[config.mk]
export PLATFORM = sky130hd
export DESIGN_NAME = ba_exec_core
export DESIGN_NICKNAME = d
export VERILOG_FILES = /design/src/core/ba_pkg.sv /design/src/core/ba_exec_core.sv /design/src/core/ba_alu.sv
export SDC_FILE = /design/constraint.sdc
export NUM_CORES = 1
export LEC_CHECK = 0
export BUFFER_PORTS_ARGS = -buffer_cell sky130_fd_sc_hd__buf_2
export CAP_MARGIN = 10
export CORE_UTILIZATION = 40
export DETAILED_ROUTE_END_ITERATION = 8
export GPL_TIMING_DRIVEN = 1
export PLACE_DENSITY = 0.75
export SETUP_SLACK_MARGIN = 0.02
export SLEW_MARGIN = 40
export SYNTH_ARGS = -nofsm -noshare
export SYNTH_HDL_FRONTEND = slang
export SYNTH_HIERARCHICAL = 1
export SYNTH_SLANG_ARGS = --single-unit
[constraint.sdc]
create_clock -name clock -period 4 [get_ports clock]
set_input_delay 0.6 -clock clock [delete_from_list [all_inputs] [get_ports clock]]
set_output_delay 0.6 -clock clock [all_outputs]
set_load 0.005 [all_outputs]
[src/core/ba_pkg.sv]
package ba_pkg;

    // Core timing: one instruction cycle spans four oscillator periods
    localparam int unsigned CLOCK_HZ       = 20_000_000;
    localparam int unsigned OSC_PER_CYCLE  = 4;
    localparam logic [1:0]  PHASE_FETCH    = 2'h0;
    localparam logic [1:0]  PHASE_EXEC     = 2'(OSC_PER_CYCLE - 1);

    // Opcode fields of the 12-bit instruction word
    localparam logic [5:0]  OP_ADD_ACC_TO_FILE   = 6'h07;
    localparam logic [5:0]  OP_AND_ACC_WITH_FILE = 6'h05;
    localparam logic [3:0]  OP_AND_ACC_WITH_LIT  = 4'he;
    localparam logic [2:0]  OP_UNCOND_JUMP       = 3'h5;
    localparam logic [8:0]  OP_LOAD_PIN_DIR      = 9'h000;
    localparam int unsigned DEST_BIT             = 5;

    // File register addresses with side effects
    localparam logic [4:0]  FILE_TIMER_COUNT = 5'h01;
    localparam logic [4:0]  FILE_PC_LOW      = 5'h02;
    localparam logic [4:0]  FILE_FIRST_PORT  = 5'h05;
    localparam logic [4:0]  FILE_SECOND_PORT = 5'h06;

    // Reset values
    localparam logic [7:0]  DIR_RESET  = 8'hff;
    localparam logic [8:0]  PC_RESET   = 9'h1ff;
    localparam logic [7:0]  ACC_RESET  = 8'h00;

    // AXI4-Lite register map (byte addresses)
    localparam logic [3:0]  ADDR_CTRL   = 4'h0;
    localparam logic [3:0]  ADDR_STATUS = 4'h4;
    localparam logic [3:0]  ADDR_DIR    = 4'h8;

    // Control register fields
    localparam int unsigned CTRL_RUN_BIT     = 0;
    localparam int unsigned CTRL_PRESC_BIT   = 1;
    localparam logic [1:0]  CTRL_RESET       = 2'h0;

    // Status and direction register fields
    localparam int unsigned STAT_ACC_LSB   = 0;
    localparam int unsigned STAT_CARRY_BIT = 8;
    localparam int unsigned STAT_NIB_BIT   = 9;
    localparam int unsigned STAT_ZERO_BIT  = 10;
    localparam int unsigned STAT_PC_LSB    = 12;
    localparam int unsigned DIR_SECOND_LSB = 8;

    localparam logic [1:0]  RESP_OKAY   = 2'h0;
    localparam logic [1:0]  RESP_SLVERR = 2'h2;

endpackage

[src/core/ba_exec_core.sv]
// Functional notes
// - Any program counter write clears its ninth bit, except the jump.
// - Port operands read pin levels, not output latch values.
// - Direction load with 5 or 6 copies accumulator to port direction latches.
// - Timer count target with d=1 clears prescaler when assigned there.
// - Add accumulator to file, sets carry, nibble carry, zero; one cycle.
// - Select 0 writes the accumulator, select 1 the file register.
// - AND accumulator with file, routed by select, zero flag only.
// - AND with literal writes accumulator and updates zero flag.
// - Instruction cycle is four clocks; PC changes cost two cycles.
//
// Decided for this implementation: register access over AXI4-Lite and the register addresses.
`timescale 1ns/10ps
module ba_exec_core
    import ba_pkg::*;
(
    input  wire logic        clock,
    input  wire logic        rst_b,
    // Instruction fetch
    input  wire logic [11:0] instr_word,
    output logic      [8:0]  fetch_pc_q,
    output logic             fetch_flush_q,
    // Data file register space
    output logic      [4:0]  file_addr_q,
    input  wire logic [7:0]  file_rdata,
    output logic      [7:0]  file_wdata_q,
    output logic             file_we_q,
    input  wire logic [7:0]  first_io_port_pins,
    input  wire logic [7:0]  second_io_port_pins,
    output logic      [7:0]  first_port_dir_q,
    output logic      [7:0]  second_port_dir_q,
    output logic             presc_clear_q,
    // AXI4-Lite slave
    input  wire logic [3:0]  s_axi_awaddr,
    input  wire logic        s_axi_awvalid,
    output logic             s_axi_awready,
    input  wire logic [31:0] s_axi_wdata,
    input  wire logic [3:0]  s_axi_wstrb,
    input  wire logic        s_axi_wvalid,
    output logic             s_axi_wready,
    output logic      [1:0]  s_axi_bresp,
    output logic             s_axi_bvalid,
    input  wire logic        s_axi_bready,
    input  wire logic [3:0]  s_axi_araddr,
    input  wire logic        s_axi_arvalid,
    output logic             s_axi_arready,
    output logic      [31:0] s_axi_rdata,
    output logic      [1:0]  s_axi_rresp,
    output logic             s_axi_rvalid,
    input  wire logic        s_axi_rready
);

    logic [1:0]  phase_q;
    logic [11:0] ir_q;
    logic [7:0]  acc_q;
    logic        carry_q;
    logic        nib_carry_q;
    logic        zero_q;
    logic [1:0]  ctrl_q;
    logic [3:0]  awaddr_q;
    logic        aw_full_q;
    logic        w_full_q;
    logic [31:0] wdata_q;
    logic [3:0]  wstrb_q;

    // Instruction cycle divider
    wire run        = ctrl_q[CTRL_RUN_BIT];
    wire presc_tmr  = ctrl_q[CTRL_PRESC_BIT];
    wire fetch_en   = run && (phase_q == PHASE_FETCH);
    wire exec_en    = run && (phase_q == PHASE_EXEC) && !fetch_flush_q;

    // Decode
    // five-bit address
    wire [4:0] f_addr   = ir_q[4:0];
    wire       dest_f   = ir_q[DEST_BIT];
    wire is_add  = (ir_q[11:6] == OP_ADD_ACC_TO_FILE);
    wire is_andf = (ir_q[11:6] == OP_AND_ACC_WITH_FILE);
    wire is_andl = (ir_q[11:8] == OP_AND_ACC_WITH_LIT);
    wire is_jump = (ir_q[11:9] == OP_UNCOND_JUMP);
    wire is_dir  = (ir_q[11:3] == OP_LOAD_PIN_DIR);
    wire is_file = is_add || is_andf;
    wire to_file = is_file && dest_f;
    wire pcl_wr  = to_file && (f_addr == FILE_PC_LOW);

    wire [7:0] file_val = (f_addr == FILE_FIRST_PORT)  ? first_io_port_pins :
                          (f_addr == FILE_SECOND_PORT) ? second_io_port_pins :
                          file_rdata;
    wire [7:0] operand  = is_andl ? ir_q[7:0] : file_val;

    logic [7:0] alu_res;
    logic       alu_c;
    logic       alu_dc;
    logic       alu_z;

    ba_alu ba_alu_i (
        .acc       (acc_q),
        .operand   (operand),
        .do_add    (is_add),
        .result    (alu_res),
        .carry     (alu_c),
        .nib_carry (alu_dc),
        .zero      (alu_z)
    );

    // Phase counter and instruction capture
    always_ff @(posedge clock or negedge rst_b)
    begin
        if (!rst_b)
        begin
            phase_q     <= PHASE_FETCH;
            ir_q        <= 12'h000;
            file_addr_q <= 5'h00;
        end
        else if (run)
        begin
            phase_q <= phase_q + 2'h1;
            if (fetch_en)
            begin
                ir_q        <= instr_word;
                file_addr_q <= instr_word[4:0];
            end
        end
    end

    // Program counter and discard of the prefetched word
    always_ff @(posedge clock or negedge rst_b)
    begin
        if (!rst_b)
        begin
            fetch_pc_q    <= PC_RESET;
            fetch_flush_q <= 1'b0;
        end
        else if (run && phase_q == PHASE_EXEC)
        begin
            // flush cycle holds PC so target is refetched
            fetch_flush_q <= exec_en && (is_jump || pcl_wr);
            if (exec_en && is_jump)
                fetch_pc_q <= ir_q[8:0];
            else if (exec_en && pcl_wr)
                fetch_pc_q <= {1'b0, alu_res};
            else if (!fetch_flush_q)
                fetch_pc_q <= fetch_pc_q + 9'h001;
        end
    end

    // Accumulator, flags and file write-back
    always_ff @(posedge clock or negedge rst_b)
    begin
        if (!rst_b)
        begin
            acc_q        <= ACC_RESET;
            carry_q      <= 1'b0;
            nib_carry_q  <= 1'b0;
            zero_q       <= 1'b0;
            file_we_q    <= 1'b0;
            file_wdata_q <= 8'h00;
        end
        else
        begin
            file_we_q <= exec_en && to_file;
            if (exec_en && to_file)
                file_wdata_q <= alu_res;
            if (exec_en && (is_andl || (is_file && !dest_f)))
                acc_q <= alu_res;
            if (exec_en && is_add)
            begin
                carry_q     <= alu_c;
                nib_carry_q <= alu_dc;
            end
            if (exec_en && (is_file || is_andl))
                zero_q <= alu_z;
        end
    end

    // Direction latches and prescaler clear
    always_ff @(posedge clock or negedge rst_b)
    begin
        if (!rst_b)
        begin
            first_port_dir_q  <= DIR_RESET;
            second_port_dir_q <= DIR_RESET;
            presc_clear_q     <= 1'b0;
        end
        else
        begin
            if (exec_en && is_dir && ir_q[2:0] == FILE_FIRST_PORT[2:0])
                first_port_dir_q <= acc_q;
            if (exec_en && is_dir && ir_q[2:0] == FILE_SECOND_PORT[2:0])
                second_port_dir_q <= acc_q;
            presc_clear_q <= exec_en && to_file && presc_tmr
                             && (f_addr == FILE_TIMER_COUNT);
        end
    end

    // AXI4-Lite write side
    wire aw_hs = s_axi_awvalid && s_axi_awready;
    wire w_hs  = s_axi_wvalid && s_axi_wready;
    wire b_hs  = s_axi_bvalid && s_axi_bready;
    wire do_wr = aw_full_q && w_full_q && !s_axi_bvalid;
    wire wr_ctrl = (awaddr_q == ADDR_CTRL);
    wire wr_ok   = wr_ctrl || (awaddr_q == ADDR_STATUS)
                   || (awaddr_q == ADDR_DIR);
    wire aw_full_d = (aw_full_q || aw_hs) && !b_hs;
    wire w_full_d  = (w_full_q || w_hs) && !b_hs;

    always_ff @(posedge clock or negedge rst_b)
    begin
        if (!rst_b)
        begin
            aw_full_q     <= 1'b0;
            w_full_q      <= 1'b0;
            awaddr_q      <= 4'h0;
            wdata_q       <= 32'h0000_0000;
            wstrb_q       <= 4'h0;
            s_axi_awready <= 1'b1;
            s_axi_wready  <= 1'b1;
            s_axi_bvalid  <= 1'b0;
            s_axi_bresp   <= RESP_OKAY;
            ctrl_q        <= CTRL_RESET;
        end
        else
        begin
            aw_full_q     <= aw_full_d;
            w_full_q      <= w_full_d;
            s_axi_awready <= !aw_full_d;
            s_axi_wready  <= !w_full_d;
            if (aw_hs)
                awaddr_q <= {s_axi_awaddr[3:2], 2'b00};
            if (w_hs)
            begin
                wdata_q <= s_axi_wdata;
                wstrb_q <= s_axi_wstrb;
            end
            if (do_wr)
            begin
                s_axi_bvalid <= 1'b1;
                s_axi_bresp  <= wr_ok ? RESP_OKAY : RESP_SLVERR;
                if (wr_ctrl && wstrb_q[0])
                    ctrl_q <= wdata_q[1:0];
            end
            else if (b_hs)
                s_axi_bvalid <= 1'b0;
        end
    end

    // AXI4-Lite read side
    wire ar_hs = s_axi_arvalid && s_axi_arready;
    wire r_hs  = s_axi_rvalid && s_axi_rready;
    wire [3:0] rd_addr = {s_axi_araddr[3:2], 2'b00};
    wire [31:0] stat_word = (32'(acc_q) << STAT_ACC_LSB)
                          | (32'(carry_q) << STAT_CARRY_BIT)
                          | (32'(nib_carry_q) << STAT_NIB_BIT)
                          | (32'(zero_q) << STAT_ZERO_BIT)
                          | (32'(fetch_pc_q) << STAT_PC_LSB);
    wire [31:0] dir_word = 32'(first_port_dir_q)
                         | (32'(second_port_dir_q) << DIR_SECOND_LSB);
    wire rd_ok = (rd_addr == ADDR_CTRL) || (rd_addr == ADDR_STATUS)
                 || (rd_addr == ADDR_DIR);
    wire [31:0] rd_word = (rd_addr == ADDR_CTRL)   ? 32'(ctrl_q) :
                          (rd_addr == ADDR_STATUS) ? stat_word :
                          (rd_addr == ADDR_DIR)    ? dir_word :
                          32'h0000_0000;

    always_ff @(posedge clock or negedge rst_b)
    begin
        if (!rst_b)
        begin
            s_axi_arready <= 1'b1;
            s_axi_rvalid  <= 1'b0;
            s_axi_rdata   <= 32'h0000_0000;
            s_axi_rresp   <= RESP_OKAY;
        end
        else if (ar_hs)
        begin
            s_axi_arready <= 1'b0;
            s_axi_rvalid  <= 1'b1;
            s_axi_rdata   <= rd_word;
            s_axi_rresp   <= rd_ok ? RESP_OKAY : RESP_SLVERR;
        end
        else if (r_hs)
        begin
            s_axi_arready <= 1'b1;
            s_axi_rvalid  <= 1'b0;
        end
    end

endmodule // ba_exec_core

[src/core/ba_alu.sv]
`timescale 1ns/10ps
module ba_alu
    import ba_pkg::*;
(
    input  wire logic [7:0] acc,
    input  wire logic [7:0] operand,
    input  wire logic       do_add,
    output logic      [7:0] result,
    output logic            carry,
    output logic            nib_carry,
    output logic            zero
);

    wire [8:0] sum_full = {1'b0, acc} + {1'b0, operand};
    wire [4:0] sum_low  = {1'b0, acc[3:0]} + {1'b0, operand[3:0]};

    assign result    = do_add ? sum_full[7:0] : (acc & operand);
    assign carry     = sum_full[8];
    assign nib_carry = sum_low[4];
    assign zero      = (result == 8'h00);

endmodule // ba_alu

==> impl_metrics.csv <==
group,metric,value,unit
grt,met3_usage,4.71,%
finish,multi_input_area,2480,um^2
route,drc,0,
power_and_ir_drop,power_frac_comb,35.6,%
grt,grt_pass1_vias,4024,
power_and_ir_drop,swShare,36.6,%
finish,most-common-layout-cells,"buf_2 (117), dfrtp_1 (70), nand2_1 (60)",
logic_synthesis,mappedNetlistArea,5180,um^2
floorplanning,ios,169,
placed_design,io_buffers,118,
cts,clk_pin_slew,0.06,ns
route,wl,12700,um
finish,nFillCells,1199,
finish,seq_area,2490,um^2
grt,overflow,0,
floorplanning,row_count,41,
power_and_ir_drop,switchingPower,1.36,mW
logic_synthesis,async_reset_ff_share,100,%
floorplanning,start_util,41.1,%
finish,syn_to_final_growth,19.3,%
floorplanning,die_w,116,um
power_and_ir_drop,leakagePower,2.95,nW
power_and_ir_drop,pwr_density_cell,600,nW/um^2
timing,relSlewSlack,45.0,%
timing,setup_violations,0,
worst_setup_path,start_kind,"flop",
timing,final.setup_skew,0.00837,ns
grt,top_usage_layer,"met2",
cts,cts_hold_buf,0,
power_and_ir_drop,power,3.71,mW
finish,diodes,0,
logic_synthesis,syn_inst,486,
worst_setup_path,critical_path_required,4.27,ns
worst_setup_path,r2r_start,"file_addr_q[3]",
cts,root_buffer,"clkbuf_16",
placed_design,gp_congestion,0.861,
cts,post_cts_buffers,0,
cts,cts-resized-gates,0,
cts,cts_sinks,98,
logic_synthesis,yosysWarnings,6,
route,antenna_left,0,
timing,tns,0,ns
logic_synthesis,synth_edf_count,0,
job,maxCapViolations,0,
logic_synthesis,seq_area_frac_synth,48.0,%
power_and_ir_drop,clkPwrFrac,21.9,%
worst_setup_path,critPathArrivalTime,3.97,ns
timing,fin_crit,3.70,ns
grt,grt_start_max_net_pins,73,
grt,grt_pass1_wl,20400,um
finish,final_common_cell,"buf_2",
worst_setup_path,endpoint_kind,"flop",
grt,grt_usage,20.1,%
route,drt-vias-per-instance,5.34,
placed_design,hpwlAfterDp,9620,um
logic_synthesis,synth.distinct_cells,61,
finish,drive_gt1_share,38.6,%
cts,cts_buffers,9,
cts,cts_tree,"built",
power_and_ir_drop,internal-power,2.35,mW
power_and_ir_drop,p_seq_share,42.5,%
floorplanning,die_area,13400,um^2
timing,timing.fmax,271,MHz
timing,slew_violations,0,
run_status,outcome,"complete, no violations",
cts,htree_levels,3,
floorplanning,die-height,116,um
grt,antenna_found_initial,0,
worst_setup_path,crit_path_start,"file_addr_q[3]",
logic_synthesis,ys_seq_elements,98,
route,num_vias,4154,
route,drt_iter0_markers,297,
timing,hold_violations,0,
route,drt-pass1-iter-count,4,
timing,worst_pin_slew,0.820,ns
worst_setup_path,crit_type,"flop to flop",
cts,cts_buffer_depth,2,
power_and_ir_drop,vdd_drop_max,0.445,mV
logic_synthesis,avgSynthCellArea,10.7,um^2
logic_synthesis,synthFlopType,"dfrtp_1",
route,wl_per_cell,16.3,um
min_path,hp-class,"input pin to async pin",
worst_setup_path,critPathMaxFanout,8,
timing,period_share,92.4,%
grt,grtUsageMet2,30.8,%
cts,insertion_delay,0.34,ns
finish,final_nets,700,
floorplanning,core_area,12600,um^2
grt,grt_use_met1,27.2,%
timing,grt_setup_unrepaired,"true",
==> logic make-up (layout without fill, tap and decap cells) <==
logic type	Yosys count	count (layout)	share of synthesized area (%)
flops	98	98	48.0
simple gates	139	139	13.6
mux	63	63	13.4
fa+ha+maj	12	12	2.90
buf+inv	50	158	5.19
xor+xnor	6	6	1.01
compound gates	117	117	15.9
other cells	1	13	0.0724
==> layer usage <==
layer	vias to the layer above	wire (um)
li1	1963	-
met1	2022	5750
met2	138	5990
met3	31	613
met4	0	368
met5	-	0
==> state kept, by name (all words and copies together), names as in the netlist, 4 cells and up <==
name / count
s_axi_rdata: 21
fetch_pc_q: 9
acc_q: 8
file_wdata_q: 8
first_port_dir_q: 8
ir_q: 8
second_port_dir_q: 8
file_addr_q: 4
==> synth_stat cells (3+ instances only) <==
| cell type | count | area (um^2) |
|---|---|---|
| xnor2_1 | 4 | 35.0 |
| a211oi_1 | 12 | 90.1 |
| mux2i_1 | 14 | 140 |
| ha_1 | 12 | 150 |
| nor3_1 | 7 | 35.0 |
| a21o_1 | 13 | 97.6 |
| nand3_1 | 8 | 40.0 |
| o22ai_1 | 5 | 31.3 |
| inv_1 | 13 | 48.8 |
| dfstp_2 | 28 | 736 |
| nand3b_1 | 4 | 30.0 |
| a21oi_1 | 7 | 35.0 |
| nor2_1 | 21 | 78.8 |
| nor2b_1 | 10 | 62.6 |
| o21ai_0 | 29 | 145 |
| a22oi_1 | 16 | 120 |
| a22o_1 | 5 | 43.8 |
| mux2_2 | 48 | 541 |
| clkbuf_1 | 14 | 52.6 |
| nand2_1 | 62 | 233 |
| a31oi_1 | 6 | 37.5 |
| nand4_1 | 4 | 25.0 |
| or3_1 | 3 | 18.8 |
| dfrtp_1 | 70 | 1750 |
| nor3b_1 | 3 | 22.5 |
| buf_4 | 19 | 143 |
| o21ai_1 | 3 | 15.0 |
==> per-stage QoR <==
step / hold slack (ns) / setup WS, ns / util [%] / instance area (um^2) / std cells
global placement: 0.451 / 0.397 / 46.7 / 5890 / 762
floorplan: 0.304 / 0.771 / - / 5230 / 498
detailed placement: 0.462 / 0.322 / 46.8 / 5900 / 762
CTS: 0.293 / 0.285 / 48.9 / 6180 / 778
finish: 0.272 / 0.304 / 49.0 / 6180 / 778
global route: 0.324 / 0.0167 / 49.0 / 6180 / 778
==> path summary, 6_finish.rpt <==
check | endpoint | slack [ns] | cells after the start
hold reg to reg | file_wdata_q[2] | 0.47 | 2
setup reg to reg | fetch_pc_q[3] | 0.30 | 14
min in group clock | s_axi_arready | 0.41 | 2
setup / recovery | fetch_pc_q[3] | 0.30 | 14
max in group asynchronous | fetch_pc_q[3] | 2.85 | 2
hold / removal | file_wdata_q[2] | 0.27 | 1
==> critical path, cell delays in order (launching register included) <==
cell       delay [ns]
dfrtp_1          0.38
nor3b_1          0.49
nand2_2          0.32
mux2i_1          0.27
a211oi_1         0.10
a21o_1           0.17
ha_1             0.36
a21o_1           0.18
a211o_1          0.29
a31oi_1          0.24
inv_1            0.12
nor4b_1          0.31
o2bb2ai_1        0.16
a21oi_1          0.06
o22a_1           0.19
==> power by group through the flow <==
stage | logic, mW | registers (mW) | clock network [mW]
floorplan | 0.933 | 1.50 | 0
global placement | 1.26 | 1.57 | 0
detailed placement | 1.31 | 1.59 | 0
CTS | 1.32 | 1.57 | 0.834
global route | 1.48 | 1.62 | 0.869
finish | 1.32 | 1.58 | 0.812
==> area by class of cell <==
type                       count  area share, %
sequential                    98           40.2
clock inverter                 4          0.465
timing repair buffer         128           10.9
inverter                      14          0.850
clock buffer                  12           3.99
tap                          172           3.48
multi-input combinational    350           40.1
Note: power is estimated with default switching activity, not from simulation.
